### src/floppy_regs_params.svh
// Function
// Mode input picks compatible or enhanced layout
// Compatible read drives only bits 1..0
// Tape select: none, drive 1, 2, 3
// Enhanced bits 7..6 return media sense pins
// Enhanced bits 5..4 always read zero
// Map field swaps logical drives onto pins
// Status register readable at any time
// Status reads 00 during init, then 80
// Ready status within 2.5 us of reset
// Host request clears on transfer, resets ready
// Non-DMA execution: host request mirrors interrupt
// Bit 6 gives transfer direction
// Bit 5 shows non-DMA execution phase
// Command busy from first byte to end
// Per-drive seek busy set/clear by commands
// Rate follows latest rate or config write
// Hardware reset loads 02, soft reset keeps
// Bit 7 write triggers self-clearing soft reset
// Bit 6 write enters powerdown until reset
// Shift field selects precompensation delay
// Precompensation starts at configurable track
// Rate field selects rate and default shift
// Logical drive selects decoded from output control
// Rate register bit 5 held at zero
`ifndef FLOPPY_REGS_PARAMS_SVH
`define FLOPPY_REGS_PARAMS_SVH
`define FR_ADDR_TAPE      3'h3
`define FR_ADDR_STATUS    3'h4
`define FR_RATE_RST       8'h02
`define FR_BIT_SOFT_RST   7
`define FR_BIT_PDOWN      6
`define FR_SHIFT_HI       4
`define FR_SHIFT_LO       2
`define FR_RATE_HI        1
`define FR_RATE_LO        0
`define FR_MAP_HI         3
`define FR_MAP_LO         2
`define FR_OE_COMPAT      8'h03
`define FR_OE_ALL         8'hff
`define FR_CLK_PERIOD_NS  25
`define FR_READY_MAX_NS   2500
`define FR_READY_CYCLES   (`FR_READY_MAX_NS / `FR_CLK_PERIOD_NS)
`define FR_PS_41_7        18'h0a2e4
`define FR_PS_83_3        18'h14564
`define FR_PS_125_0       18'h1e848
`define FR_PS_66_7        18'h1048c
`define FR_PS_208_3       18'h32dac
`define FR_PS_250_0       18'h3d090
`define FR_PS_ZERO        18'h00000
`endif

### src/floppy_regs_pkg.sv
package floppy_regs_pkg;
  // Controller life cycle
  typedef enum logic [1:0] {ST_INIT, ST_READY, ST_POWERDOWN} ctrl_state_t;

  // Whole register state of the top block
  typedef struct packed {
    ctrl_state_t st;         // Life cycle state
    logic [6:0]  init_cnt;   // Init delay counter
    logic [1:0]  tape_sel;   // Tape drive select field
    logic [1:0]  map_sel;    // Drive map select field
    logic [2:0]  shift_sel;  // Write shift select field
    logic [1:0]  rate_sel;   // Active rate select
    logic        pd_flag;    // Manual powerdown bit
    logic        soft_pulse; // Self-clearing soft reset
    logic        req_latch;  // Ready for next byte
    logic        cmd_busy;   // Command in progress
    logic [3:0]  seek_busy;  // Per-drive seek busy
    logic [7:0]  rdata;      // Read data register
    logic [7:0]  rdata_oe;   // Per-bit drive enable
  } regs_t;
endpackage

### src/floppy_regs_if.sv
interface floppy_regs_if;
  logic [1:0]  dsel;        // Logical drive select
  logic [3:0]  motor_en;    // Logical motor enables
  logic        map_en;      // Mapping enabled
  logic [1:0]  map_sel;     // Map field
  logic [1:0]  motor_n;     // Physical motor pins, active low
  logic [1:0]  drive_n;     // Physical drive pins, active low
  logic [1:0]  rate;        // Active rate select
  logic [2:0]  shift;       // Write shift select
  logic [7:0]  cur_track;   // Track being written
  logic [7:0]  start_track; // First precompensated track
  logic [17:0] precomp_ps;  // Shift amount in ps
  logic        fm_ok;       // FM legal at this rate
  logic        precomp_on;  // Precompensation active

  modport owner  (output dsel, motor_en, map_en, map_sel, rate, shift, cur_track,
                  start_track, input motor_n, drive_n, precomp_ps, fm_ok, precomp_on);
  modport mapper (input dsel, motor_en, map_en, map_sel, output motor_n, drive_n);
  modport shaper (input rate, shift, cur_track, start_track,
                  output precomp_ps, fm_ok, precomp_on);
endinterface

### src/drive_pin_mapper.sv
module drive_pin_mapper
  import floppy_regs_pkg::*;
(
  floppy_regs_if.mapper bus
);
  logic [3:0] log_dr;  // One-hot logical drive selects
  logic [1:0] pos1;    // Logical drive on pin pair 1
  logic [1:0] pos0;    // Logical drive on pin pair 0

  // Binary select means only one drive is active at once
  always_comb
  begin
    log_dr = 4'h0;
    log_dr[bus.dsel] = 1'b1;
    pos1 = 2'h1;
    pos0 = 2'h0;
    if (bus.map_en && bus.map_sel == 2'h1)
    begin
      pos1 = 2'h0;
      pos0 = 2'h1;
    end
    else if (bus.map_en && bus.map_sel[1])
    begin
      pos0 = bus.map_sel;
    end
    bus.motor_n = ~{bus.motor_en[pos1], bus.motor_en[pos0]};
    bus.drive_n = ~{log_dr[pos1], log_dr[pos0]};
  end
endmodule // drive_pin_mapper

### src/precomp_selector.sv
`include "floppy_regs_params.svh"
module precomp_selector
  import floppy_regs_pkg::*;
(
  floppy_regs_if.shaper bus
);
  // Shift amount from field; zero code takes the rate default
  always_comb
  begin
    case (bus.shift)
      3'h1: bus.precomp_ps = `FR_PS_41_7;
      3'h2: bus.precomp_ps = `FR_PS_83_3;
      3'h3: bus.precomp_ps = `FR_PS_125_0;
      3'h4: bus.precomp_ps = `FR_PS_66_7;
      3'h5: bus.precomp_ps = `FR_PS_208_3;
      3'h6: bus.precomp_ps = `FR_PS_250_0;
      3'h7: bus.precomp_ps = `FR_PS_ZERO;
      default: bus.precomp_ps = (bus.rate == 2'h3) ? `FR_PS_41_7 : `FR_PS_125_0;
    endcase
    bus.fm_ok = (bus.rate != 2'h3);
    bus.precomp_on = (bus.cur_track >= bus.start_track);
  end
endmodule // precomp_selector

### src/floppy_ctrl_status_rate_regs.sv
`include "floppy_regs_params.svh"
module floppy_ctrl_status_rate_regs
  import floppy_regs_pkg::*;
(
  input  wire logic        ref_clk_i,             // 40 MHz clock
  input  wire logic        soft_reset_self_clear_i,                // Hardware reset
  input  wire logic [2:0]  addr_i,                // Register address
  input  wire logic        rd_i,                  // Read strobe
  input  wire logic        wr_i,                  // Write strobe
  input  wire logic [7:0]  wdata_i,               // Write data
  output logic      [7:0]  rdata_o,               // Read data
  output logic      [7:0]  rdata_oe_o,            // Per-bit read drive enable
  input  wire logic        enhanced_mode_i,       // Layout select from config
  input  wire logic        drive_map_en_i,        // Drive mapping enable
  input  wire logic        media_sense_hi_i,      // Media sense pin 1
  input  wire logic        media_sense_lo_i,      // Media sense pin 0
  input  wire logic [1:0]  ctl_drive_sel_i,       // Output control drive select
  input  wire logic [3:0]  ctl_motor_en_i,        // Output control motor enables
  input  wire logic        ctl_reset_n_i,         // Output control reset bit
  input  wire logic        cfg_wr_i,              // Config rate register write
  input  wire logic [1:0]  cfg_rate_i,            // Config rate value
  input  wire logic        engine_ready_i,        // Engine can move a byte
  input  wire logic        data_xfer_i,           // Data byte moved, pulse
  input  wire logic        xfer_dir_read_i,       // Host should read data
  input  wire logic        exec_nondma_i,         // Non-DMA execution phase
  input  wire logic        irq_i,                 // Controller interrupt line
  input  wire logic        cmd_first_byte_i,      // First command byte, pulse
  input  wire logic        cmd_last_byte_i,       // Last command byte, pulse
  input  wire logic        cmd_has_result_i,      // Command has result phase
  input  wire logic        result_last_read_i,    // Last result byte read, pulse
  input  wire logic        seek_done_i,           // Seek/recal accepted, pulse
  input  wire logic [1:0]  seek_drive_i,          // Drive of that seek
  input  wire logic        sense_first_read_i,    // Sense-int first result, pulse
  input  wire logic [1:0]  sense_drive_i,         // Drive of that sense
  input  wire logic [7:0]  cur_track_i,           // Track being written
  input  wire logic [7:0]  precomp_start_track_i, // Configured start track
  output logic [1:0]       tape_drive_sel_o,      // Tape drive assignment
  output logic [1:0]       rate_select_o,         // Active rate select
  output logic [2:0]       write_shift_select_o,  // Shift select field
  output logic [17:0]      precomp_ps_o,          // Shift amount in ps
  output logic             fm_legal_o,            // FM allowed at this rate
  output logic             precomp_active_o,      // Shift applies now
  output logic             core_reset_o,          // Core held in reset
  output logic             powerdown_o,           // Manual powerdown active
  output logic             motor_out_pin_1_n_o,   // Physical motor 1, active low
  output logic             motor_out_pin_0_n_o,   // Physical motor 0, active low
  output logic             drive_out_pin_1_n_o,   // Physical drive 1, active low
  output logic             drive_out_pin_0_n_o    // Physical drive 0, active low
);
  regs_t        s;          // Registered state
  regs_t        next_s;     // Next state
  logic         soft_rst;   // Any software reset source
  logic         tape_wr;    // Tape/media register write
  logic         rate_wr;    // Rate/power register write
  logic         pd_write;   // Write that enters powerdown
  logic         host_req;   // Host request bit value
  logic [7:0]   status_val; // Main status value

  floppy_regs_if link ();

  // Sub-blocks see the registered map, rate and shift fields; select, motor, map enable and tracks are direct inputs
  assign link.dsel        = ctl_drive_sel_i;
  assign link.motor_en    = ctl_motor_en_i;
  assign link.map_en      = drive_map_en_i;
  assign link.map_sel     = s.map_sel;
  assign link.rate        = s.rate_sel;
  assign link.shift       = s.shift_sel;
  assign link.cur_track   = cur_track_i;
  assign link.start_track = precomp_start_track_i;

  drive_pin_mapper u_mapper (
    .bus (link.mapper)
  );

  precomp_selector u_precomp (
    .bus (link.shaper)
  );

  // Output control reset bit is a level; rate register bit a pulse
  assign soft_rst = s.soft_pulse | ~ctl_reset_n_i;
  assign tape_wr  = wr_i && addr_i == `FR_ADDR_TAPE;
  assign rate_wr  = wr_i && addr_i == `FR_ADDR_STATUS;
  assign pd_write = rate_wr && wdata_i[`FR_BIT_PDOWN];

  // Non-DMA execution shows the interrupt line instead of the latch
  assign host_req = exec_nondma_i ? irq_i : s.req_latch;

  // Status is all zero until init completes
  always_comb
  begin
    if (s.st == ST_READY)
    begin
      status_val = {host_req, xfer_dir_read_i, exec_nondma_i, s.cmd_busy, s.seek_busy};
    end
    else
    begin
      status_val = 8'h00;
    end
  end

  // Next-state logic for the whole block
  always_comb
  begin
    next_s = s;
    next_s.soft_pulse = 1'b0;
    case (s.st)
      ST_INIT:
      begin
        // Fixed delay of 100 cycles, exactly the ready deadline
        next_s.init_cnt = s.init_cnt + 7'h01;
        if (s.init_cnt == 7'(`FR_READY_CYCLES - 1))
        begin
          next_s.st = ST_READY;
          next_s.init_cnt = 7'h00;
          // Request latched on the same edge, else 80 shows one cycle late
          next_s.req_latch = engine_ready_i;
        end
      end
      ST_READY:
      begin
        // Clear on a transfer wins so the host must re-poll
        next_s.req_latch = data_xfer_i ? 1'b0 : engine_ready_i;
        // Busy clears first, then a new command may set it
        if (result_last_read_i || (cmd_last_byte_i && !cmd_has_result_i))
        begin
          next_s.cmd_busy = 1'b0;
        end
        if (cmd_first_byte_i && !(cmd_last_byte_i && !cmd_has_result_i))
        begin
          next_s.cmd_busy = 1'b1;
        end
        // Seek set wins over a sense clear on the same drive
        if (sense_first_read_i)
        begin
          next_s.seek_busy[sense_drive_i] = 1'b0;
        end
        if (seek_done_i)
        begin
          next_s.seek_busy[seek_drive_i] = 1'b1;
        end
      end
      ST_POWERDOWN:
      begin
        // Only a reset leaves this state
        next_s.st = ST_POWERDOWN;
      end
      default:
      begin
        next_s.st = ST_INIT;
      end
    endcase

    // Tape/media register write; map field exists only in enhanced layout
    if (tape_wr)
    begin
      next_s.tape_sel = wdata_i[1:0];
      if (enhanced_mode_i)
      begin
        next_s.map_sel = wdata_i[`FR_MAP_HI:`FR_MAP_LO];
      end
    end

    // Config register rate write; a same-cycle rate write below wins
    if (cfg_wr_i)
    begin
      next_s.rate_sel = cfg_rate_i;
    end

    // Rate/power register write; bit 5 is never stored
    if (rate_wr)
    begin
      next_s.rate_sel = wdata_i[`FR_RATE_HI:`FR_RATE_LO];
      next_s.shift_sel = wdata_i[`FR_SHIFT_HI:`FR_SHIFT_LO];
      next_s.soft_pulse = wdata_i[`FR_BIT_SOFT_RST];
    end

    // Powerdown aborts everything at once
    if (pd_write)
    begin
      next_s.pd_flag = 1'b1;
      next_s.st = ST_POWERDOWN;
      next_s.req_latch = 1'b0;
      next_s.cmd_busy = 1'b0;
      next_s.seek_busy = 4'h0;
    end

    // Soft reset restarts init but keeps rate and shift fields
    if (soft_rst)
    begin
      next_s.st = ST_INIT;
      next_s.init_cnt = 7'h00;
      next_s.pd_flag = 1'b0;
      next_s.req_latch = 1'b0;
      next_s.cmd_busy = 1'b0;
      next_s.seek_busy = 4'h0;
    end

    // Registered read path; status is served with no wait
    next_s.rdata_oe = 8'h00;
    if (rd_i && addr_i == `FR_ADDR_TAPE)
    begin
      if (enhanced_mode_i)
      begin
        next_s.rdata = {media_sense_hi_i, media_sense_lo_i, 2'b00, s.map_sel, s.tape_sel};
        next_s.rdata_oe = `FR_OE_ALL;
      end
      else
      begin
        next_s.rdata = {6'h00, s.tape_sel};
        next_s.rdata_oe = `FR_OE_COMPAT;
      end
    end
    else if (rd_i && addr_i == `FR_ADDR_STATUS)
    begin
      next_s.rdata = status_val;
      next_s.rdata_oe = `FR_OE_ALL;
    end
  end

  // State register; hardware reset loads the documented defaults
  always_ff @(posedge ref_clk_i)
  begin
    if (soft_reset_self_clear_i)
    begin
      s <= '0;
      s.st <= ST_INIT;
      s.rate_sel <= 2'(`FR_RATE_RST);
      s.shift_sel <= 3'h0;
    end
    else
    begin
      s <= next_s;
    end
  end

  // Outputs
  assign rdata_o              = s.rdata;
  assign rdata_oe_o           = s.rdata_oe;
  assign tape_drive_sel_o     = s.tape_sel;
  assign rate_select_o        = s.rate_sel;
  assign write_shift_select_o = s.shift_sel;
  assign precomp_ps_o         = link.precomp_ps;
  assign fm_legal_o           = link.fm_ok;
  assign precomp_active_o     = link.precomp_on;
  assign core_reset_o         = soft_rst | (s.st == ST_POWERDOWN);
  assign powerdown_o          = s.pd_flag;
  assign motor_out_pin_1_n_o  = link.motor_n[1];
  assign motor_out_pin_0_n_o  = link.motor_n[0];
  assign drive_out_pin_1_n_o  = link.drive_n[1];
  assign drive_out_pin_0_n_o  = link.drive_n[0];

  // Checks
  chk_init_reads_zero: assert property (@(posedge ref_clk_i) disable iff (soft_reset_self_clear_i)
    (rd_i && addr_i == `FR_ADDR_STATUS && s.st == ST_INIT) |=> rdata_o == 8'h00)
    else $error("status not zero during init");

  chk_ready_deadline: assert property (@(posedge ref_clk_i) disable iff (soft_reset_self_clear_i)
    $fell(soft_rst) && !pd_write |-> ##[1:100] (s.st != ST_INIT))
    else $error("ready status too late");

  chk_compat_hiz: assert property (@(posedge ref_clk_i) disable iff (soft_reset_self_clear_i)
    (rd_i && addr_i == `FR_ADDR_TAPE && !enhanced_mode_i) |=> rdata_oe_o == 8'h03)
    else $error("compatible read drives upper bits");

  chk_media_sense: assert property (@(posedge ref_clk_i) disable iff (soft_reset_self_clear_i)
    (rd_i && addr_i == `FR_ADDR_TAPE && enhanced_mode_i) |=>
      rdata_o[5:4] == 2'b00 && rdata_o[7] == $past(media_sense_hi_i) &&
      rdata_o[6] == $past(media_sense_lo_i))
    else $error("enhanced read bits wrong");

  chk_request_clear: assert property (@(posedge ref_clk_i) disable iff (soft_reset_self_clear_i)
    (data_xfer_i && s.st == ST_READY && !soft_rst && !pd_write) ##1 !exec_nondma_i
      |-> !status_val[7])
    else $error("host request not cleared after transfer");

  chk_irq_mirror: assert property (@(posedge ref_clk_i) disable iff (soft_reset_self_clear_i)
    (rd_i && addr_i == `FR_ADDR_STATUS && exec_nondma_i && s.st == ST_READY) |=>
      rdata_o[7] == $past(irq_i))
    else $error("host request does not follow interrupt");

  chk_seek_set: assert property (@(posedge ref_clk_i) disable iff (soft_reset_self_clear_i)
    (seek_done_i && s.st == ST_READY && !soft_rst && !pd_write) |=>
      s.seek_busy[$past(seek_drive_i)])
    else $error("seek busy not set");

  chk_soft_self_clear: assert property (@(posedge ref_clk_i) disable iff (soft_reset_self_clear_i)
    (rate_wr && wdata_i[7]) |=> s.soft_pulse ##1 (!s.soft_pulse && s.st == ST_INIT))
    else $error("soft reset bit not self clearing");

  chk_pd_hold: assert property (@(posedge ref_clk_i) disable iff (soft_reset_self_clear_i)
    (s.st == ST_POWERDOWN && !soft_rst) |=> s.st == ST_POWERDOWN && core_reset_o)
    else $error("powerdown left without reset");

  chk_rate_latest: assert property (@(posedge ref_clk_i) disable iff (soft_reset_self_clear_i)
    (cfg_wr_i && !rate_wr) |=> rate_select_o == $past(cfg_rate_i))
    else $error("rate not from latest write");

  cov_ready: cover property (@(posedge ref_clk_i) disable iff (soft_reset_self_clear_i)
    s.st == ST_INIT ##1 s.st == ST_READY);
  cov_powerdown: cover property (@(posedge ref_clk_i) disable iff (soft_reset_self_clear_i)
    pd_write ##1 s.st == ST_POWERDOWN);
  cov_seek_cycle: cover property (@(posedge ref_clk_i) disable iff (soft_reset_self_clear_i)
    seek_done_i ##[1:20] sense_first_read_i);
endmodule // floppy_ctrl_status_rate_regs

### config.mk
export PLATFORM = sky130hd
export DESIGN_NAME = floppy_ctrl_status_rate_regs
export DESIGN_NICKNAME = d
export VERILOG_FILES = /design/src/floppy_regs_pkg.sv /design/src/floppy_regs_if.sv /design/src/drive_pin_mapper.sv /design/src/precomp_selector.sv /design/src/floppy_ctrl_status_rate_regs.sv
export VERILOG_INCLUDE_DIRS = /design/src
export SDC_FILE = /design/constraint.sdc
export NUM_CORES = 1
export LEC_CHECK = 0
export ABC_AREA = 1
export BUFFER_PORTS_ARGS = -buffer_cell sky130_fd_sc_hd__buf_2
export CORE_MARGIN = 10
export CORE_UTILIZATION = 45
export DETAILED_ROUTE_END_ITERATION = 10
export GPL_TIMING_DRIVEN = 0
export PLACE_DENSITY = 0.84
export SYNTH_ARGS = -nofsm -noshare
export SYNTH_HDL_FRONTEND = slang
export SYNTH_SLANG_ARGS = --single-unit
export TNS_END_PERCENT = 10
### constraint.sdc
create_clock -name ref_clk_i -period 2.26 [get_ports ref_clk_i]
set_input_delay 0.339 -clock ref_clk_i [delete_from_list [all_inputs] [get_ports ref_clk_i]]
set_output_delay 0.339 -clock ref_clk_i [all_outputs]
set_load 0.01 [all_outputs]
Word-level counts from Yosys, hierarchy flattened --
Cells that the tools add are included.
Operators by class: equality and inequality tests 18, reduce and logical (&&, ||, !) cells 28, $lt $le $gt $ge 9, add/subtract/negate cells 1, bitwise logic cells 10, muxes and demuxes 37
Operators by type and width (count):
- $pmux 18 s7 | 1
- $mux 16 | 3
- $mux 17 | 1
- $eq 3x3->1 const B | 5
- $lt 2x3->1 const B | 5
- $mux 1 | 13
- $logic_and 1x1->1 | 12
- $mux 4 | 3
- $mux 2 | 5
- $reduce_and 2->1 | 5
- $eq 3x2->1 const B | 3
- $mux 9 | 1
- $bmux 1 s2 | 4
- $ge 8x8->1 | 1
- $mux 8 | 1
- $reduce_bool 2->1 | 4
- $add 7x1->7 const B | 1
- $eq 7x7->1 const B | 1
- $demux 1 s2 | 3
- $ge 2x1->1 const B | 3
- $ne 2x2->1 const B | 3
- $pmux 2 s3 | 1
- $and 4x4->4 | 1
- $eq 2x1->1 const B | 2
- 14 further kinds | 21
Storage, ports and cells: output and inout port bits 49, word-level logic and storage cells 117, bits of input ports 60, bits in registers 42

Logic depth before layout (Yosys ltp) --
depth after elaboration 10, gate-level depth with buffers 8, gate-level depth less buffers 8

Modules after synthesis --
Synthesis repeated with hierarchy kept, for this count alone.
Unflattened totals: cells, all modules 364, area total of the unflattened synthesis 2329.7 um^2
By module, submodules not included:
- floppy_ctrl_status_rate_regs | area each 1809.2 um^2, times used 1, sequential area each 720.7 um^2, cells an instance 259
- precomp_selector | area each 405.4 um^2, times used 1, sequential area each 0.0 um^2, cells an instance 78
- drive_pin_mapper | area each 115.1 um^2, times used 1, sequential area each 0.0 um^2, cells an instance 27

Worst setup path after synthesis --
Ideal clock, no wire load.
kind register to output, start point reg s, in the netlist write_shift_select_o[2], end point out precomp_ps_o[15], path buffers 0, path slack 0.836 ns, data required time 1.921 ns, arrival 1.085 ns, stages on the path, launching flop included 5, path through dfxtp_1 clkinv_1 nor2_1 inv_1 nand2_1
Between the ends: word-level cells in the longest chain between the ends 2, elaborated cells between the ends (all ways) 8, those cells by class 7 x eq/ne; 1 x mux
Ends and longest elaborated chain:
- from (decl) | line floppy_ctrl_status_rate_regs.sv:50 | regs_t s;
- from (signal assigned) | line floppy_ctrl_status_rate_regs.sv:232 | s <= next_s;
- $eq 3x3->1 (tied with other cells) | line precomp_selector.sv:10 | case (bus.shift)
- $pmux 18 s7 (*) | line precomp_selector.sv:10
- to (decl) | line floppy_ctrl_status_rate_regs.sv:40 | output logic [17:0] precomp_ps_o,
Every way passes the cells marked *; elsewhere a longest branch is shown, timed or not.

Worst setup path in the final report --
start point reg s, in the netlist link.map_sel[0], end point out drive_out_pin_1_n_o
Between the ends: word-level cells in the longest chain between the ends 6
Ends and longest elaborated chain:
- $eq 2x1->1 | line drive_pin_mapper.sv:17 | if (bus.map_en && bus.map_sel == 2'h1)
- $logic_and 1x1->1 | line drive_pin_mapper.sv:17
- $mux 1 | line drive_pin_mapper.sv:17
- $bmux 1 s2 | line drive_pin_mapper.sv:27 | bus.drive_n = ~{log_dr[pos1], log_dr[pos0]};
- $mux 1 (implied by the code) | line drive_pin_mapper.sv:27
- $not 2->2 | line drive_pin_mapper.sv:27
- to (decl) | line floppy_ctrl_status_rate_regs.sv:47 | output logic drive_out_pin_1_n_o,
Every way passes these cells. The select of a mux whose other input is x is not followed.

==> results.md <==
- The share of synthesized area spent on multiplexers is 0%.
- Sorting the synthesized cells by area gives the leading types as sky130_fd_sc_hd__dfxtp_1 (32%), sky130_fd_sc_hd__nand2_1 (14%), sky130_fd_sc_hd__buf_4 (8.7%), sky130_fd_sc_hd__nor2_1 (7.5%), sky130_fd_sc_hd__inv_1 (7.0%).
- Setup repair after global routing left no endpoint under its margin.
- From left edge to right edge, the die measures 90.6 um.
- The initial utilization of the core area, before any placement, comes to 46.8%.
- The post-synthesis xor/xnor area fraction is 0.391%.
- The first global-routing pass estimated 10900 um of wire.
- The path with the worst hold slack has its endpoint at s[22].
- The total overflow left after global routing is 0.
- Static timing analysis puts the maximum clock frequency at 536 MHz.
- The total of warnings raised by yosys is 0.
- Hold repair after CTS inserted 0 buffers.
- At the pin with the least slew margin, the transition time is 0.520 ns.
- Across every metal layer, demand over resource in global routing totals 15.6%.
- The max-capacitance violation count is 0.
- The layout overhead on the synthesized area is 30.8%.
- In this run the deepest clock path goes through 2 buffers.
- The startpoint identified for the worst hold timing path is wdata_i[7].
- Post-CTS repair changed the size of 0 cells.
- The area fraction in compound gates after synthesis is 12.8%.
- Clock tree synthesis selected as its root buffer the cell sky130_fd_sc_hd__clkbuf_8.
- The global placement routability congestion is 0.855.
- The dominant cell by count in the synthesized netlist is sky130_fd_sc_hd__nand2_1.
- The count of endpoints failing hold in the final timing report came to 0.
- The final number of max-transition violations is 0.
- The highest-delay cell along the critical path is sky130_fd_sc_hd__dfxtp_1.
- The critical-path maximum fanout is 6.
- Sequential elements use 32.2% of the synthesized area.
- The TritonCTS clock tree is done.
- Counting the fill cells in the layout gives 469.
- Summed over all cells, the static leakage comes to 1.55 nW.
- The proportion of netlist area held by the largest area contributor is 32.2%.
- In the synthesized netlist the dominant register cell turns out to be sky130_fd_sc_hd__dfxtp_1.
- For this run, design rule violations remaining after detail routing come to 0.
- After clock tree synthesis, the clock-pin slew on the worst setup and hold paths is 0.07 ns.
- The final layout net count is 526.
- The total core area is 4790 um^2.
- The critical path is of the reg2out type.
- The floorplan has 25 rows.
- The run finished with clean final reports.
- For the worst setup path, the data arrival time is 1.53 ns.
- The number of detailed-route iterations in the first pass is 4.
- Sorting the synthesized cells by how often they occur yields sky130_fd_sc_hd__nand2_1 (81), sky130_fd_sc_hd__nor2_1 (45), sky130_fd_sc_hd__inv_1 (42), sky130_fd_sc_hd__dfxtp_1 (36), sky130_fd_sc_hd__a21oi_1 (28).
- The number of antenna violations at the first check in global routing is 0.
- The total power is 1.34 mW.
- After Yosys synthesis, and, or, nand and nor cells account for 32.3% of the synthesized area.
- Setup violations remaining at the end of the flow were counted as 0.
- Using the TritonRoute via totals, the vias-per-cell ratio works out to 4.78.
- The count of flip-flops with a built-in enable after synthesis is 0.
- The vias after detailed routing is 2503.
- The worst reg2reg path startpoint is s[40].
- Each instance of the synthesized netlist takes up on average 6.51 um^2.
- The required time at the endpoint of the critical path is 1.92 ns.
- The number of sinks on the clock net is 36.
- After the flow finishes, the layout carries non-filler instances totaling 524.
- The floorplan step set the die height to 90.6 um.
- The cell depth of the worst min-delay path is 3.
- The maximum clock skew at final layout is 0.00764 ns.
- The power per cell area is 457 nW/um^2.
- The setup total negative slack is 0 ns.
- The instance count of the mapped netlist is 344.
- In the synthesized netlist the async set-or-reset flop fraction comes to 0%.
- The number of setup buffers added after CTS is 0.
- The signal on the critical path passes through nand2_1 -> or2_2 -> a21oi_1 -> o21ai_0 -> buf_2.
- The depth of the most critical reg-to-reg path is 7.
- STA classifies the critical path endpoint as an output pin.
- The later pin in the worst-skew pair is clocked with a latency of 0.29 ns.
- Counting the buffers created by CTS gives 5.
- The worst pin sits at a relative slew slack of 65.3%.
- After layout, the minimum clock period comes to 1.86 ns.
- The slack of the worst reg-to-reg path is 1.00 ns.
- The synthesized netlist contains 29 unique library cells.
- 0 antenna diodes ended up in the layout.
- The routed wire length is 6500 um.
- STA classifies the critical path startpoint as a register.
- IR analysis of the VDD net gives a maximum drop of 0.324 mV.
- The number of global-route vias before repair came to 2467.
- The capture point of the worst reg-to-reg path is rdata_o[3].
- In this design, the stage delay of the slowest critical-path cell is 0.36 ns.
- The number of flip-flops and latches in the synthesized netlist is 36.
- The per-cell routed wire length is 12.4 um.
- The largest family of logic cells by synthesized area is simple AND/OR/NAND/NOR gates.
- The synthesized netlist occupies a cell area of 2240 um^2.
- The part of the cycle the worst path needs is 82.5%.
- In this run the worst hold path is classified as in2reg.
- The adder-cell share of the synthesized area is 5.03%.
- Entering global routing, the biggest net connects 11 pins.
- The placed cell count is 517.
- The largest total area in the synthesized netlist belongs to sky130_fd_sc_hd__dfxtp_1.
- The first routing iteration left 126 violations.
- During I/O placement, the number of pins put on the boundary was 109.
- The die covers 8200 um^2.
- The H-tree level count is 2.
- The post-route netlist has 33.0% of its cells at a drive strength greater than 1.
- During placement, the flow inserted port buffers numbering 105.
- The count of nets left with antenna violations after detail routing is 0.
- The final HPWL from detailed placement is 5490 um.
-- per-stage QoR --
step	setup WS, ns	cell area [um^2]	hold slack (ns)	utilization [%]
floorplan	0.836	2240	0.408	-
global placement	0.629	2850	0.438	59.6
detailed placement	0.634	2850	0.442	59.6
CTS	0.405	2930	0.269	61.3
global route	0.247	2930	0.280	61.3
finish	0.396	2930	0.278	61.3
-- placed cells by master, fill, tap and decap left out --
cell type,count
sky130_fd_sc_hd__buf_2,106
sky130_fd_sc_hd__nand2_1,81
sky130_fd_sc_hd__nor2_1,45
sky130_fd_sc_hd__inv_1,42
sky130_fd_sc_hd__dfxtp_1,36
sky130_fd_sc_hd__a21oi_1,28
sky130_fd_sc_hd__buf_4,26
sky130_fd_sc_hd__o21ai_0,19
sky130_fd_sc_hd__nand3_1,19
sky130_fd_sc_hd__nand4_1,11
sky130_fd_sc_hd__ha_1,9
sky130_fd_sc_hd__clkbuf_8,5
sky130_fd_sc_hd__nor3_1,3
sky130_fd_sc_hd__or2_2,3
sky130_fd_sc_hd__nor2_2,3
sky130_fd_sc_hd__inv_2,2
sky130_fd_sc_hd__a21oi_2,2
sky130_fd_sc_hd__o21ai_1,2
sky130_fd_sc_hd__conb_1,2
sky130_fd_sc_hd__clkinv_1,1
sky130_fd_sc_hd__a22o_1,1
sky130_fd_sc_hd__buf_6,1
sky130_fd_sc_hd__nand3_2,1
sky130_fd_sc_hd__nor2_4,1
sky130_fd_sc_hd__xnor2_1,1
sky130_fd_sc_hd__buf_1,1
sky130_fd_sc_hd__a21boi_0,1
sky130_fd_sc_hd__a211oi_1,1
sky130_fd_sc_hd__or2_1,1
sky130_fd_sc_hd__nor3b_1,1
sky130_fd_sc_hd__clkbuf_1,1
sky130_fd_sc_hd__clkinv_2,1
-- critical path, delay by kind of cell, from the launching register on --
kind                   cells  cell delay, ns
buffers and inverters      1            0.15
AO/OA/AOI/OAI              2            0.26
flip-flops                 1            0.36
AND/OR/NAND/NOR            2            0.48
-- power breakdown --
part	total [mW]	switching [mW]	internal, mW
sequential	0.654	0.00938	0.645
clock	0.425	0.215	0.209
combinational	0.262	0.143	0.119
total	1.34	0.368	0.973
-- routing by layer --
layer  vias to the layer above  routed length (um)  GRT usage, %
met3                         8                 371          4.24
met1                      1110                2730          17.0
met4                         0                 101          4.91
li1                       1304                   -             -
met2                        81                3300          28.4
met5                         -                   0             0
-- sequential cells by signal, indices dropped and copies added, names as in the netlist --
signal,flops
write_shift_select_o,3
link.map_sel,2
rdata_o,8
s,16
powerdown_o,1
rdata_oe_o,2
tape_drive_sel_o,2
rate_select_o,2
-- how the worst max path moves through the flow --
stage	from	to	slack (ns)	cells past startpoint
2_1_floorplan	write_shift_select_o[2]	precomp_ps_o[15]	0.84	4
3_3_place_gp	cur_track_i[5]	precomp_active_o	0.63	7
3_5_place_dp	cur_track_i[5]	precomp_active_o	0.63	7
4_1_cts	link.map_sel[0]	drive_out_pin_1_n_o	0.40	5
5_1_grt	write_shift_select_o[2]	precomp_ps_o[17]	0.25	5
6_report	link.map_sel[0]	drive_out_pin_1_n_o	0.40	5
-- final cells by class --
| cell class | count | area, um^2 | area share [%] |
|---|---|---|---|
| Tap cell | 67 | 83.8 | 2.86 |
| Sequential cell | 36 | 721 | 24.6 |
| Buffer | 29 | 215 | 7.34 |
| Timing Repair Buffer | 105 | 526 | 17.9 |
| Inverter | 45 | 169 | 5.76 |
| Multi-Input combinational cell | 235 | 1140 | 38.9 |
| Clock buffer | 6 | 72.6 | 2.48 |
| Clock inverter | 1 | 5.00 | 0.171 |
-- cell families (layout without fill, tap and decap cells) --
kind of cell | Yosys count | in the layout
AOI/OAI and AO/OA | 54 | 54
xor gates and xnor gates | 1 | 1
adders and majority gates | 9 | 9
buffers and inverters | 74 | 186
DFF | 36 | 36
other | 1 | 2
and+or+nand+nor | 169 | 169
Power figures use the tool's default switching activity.
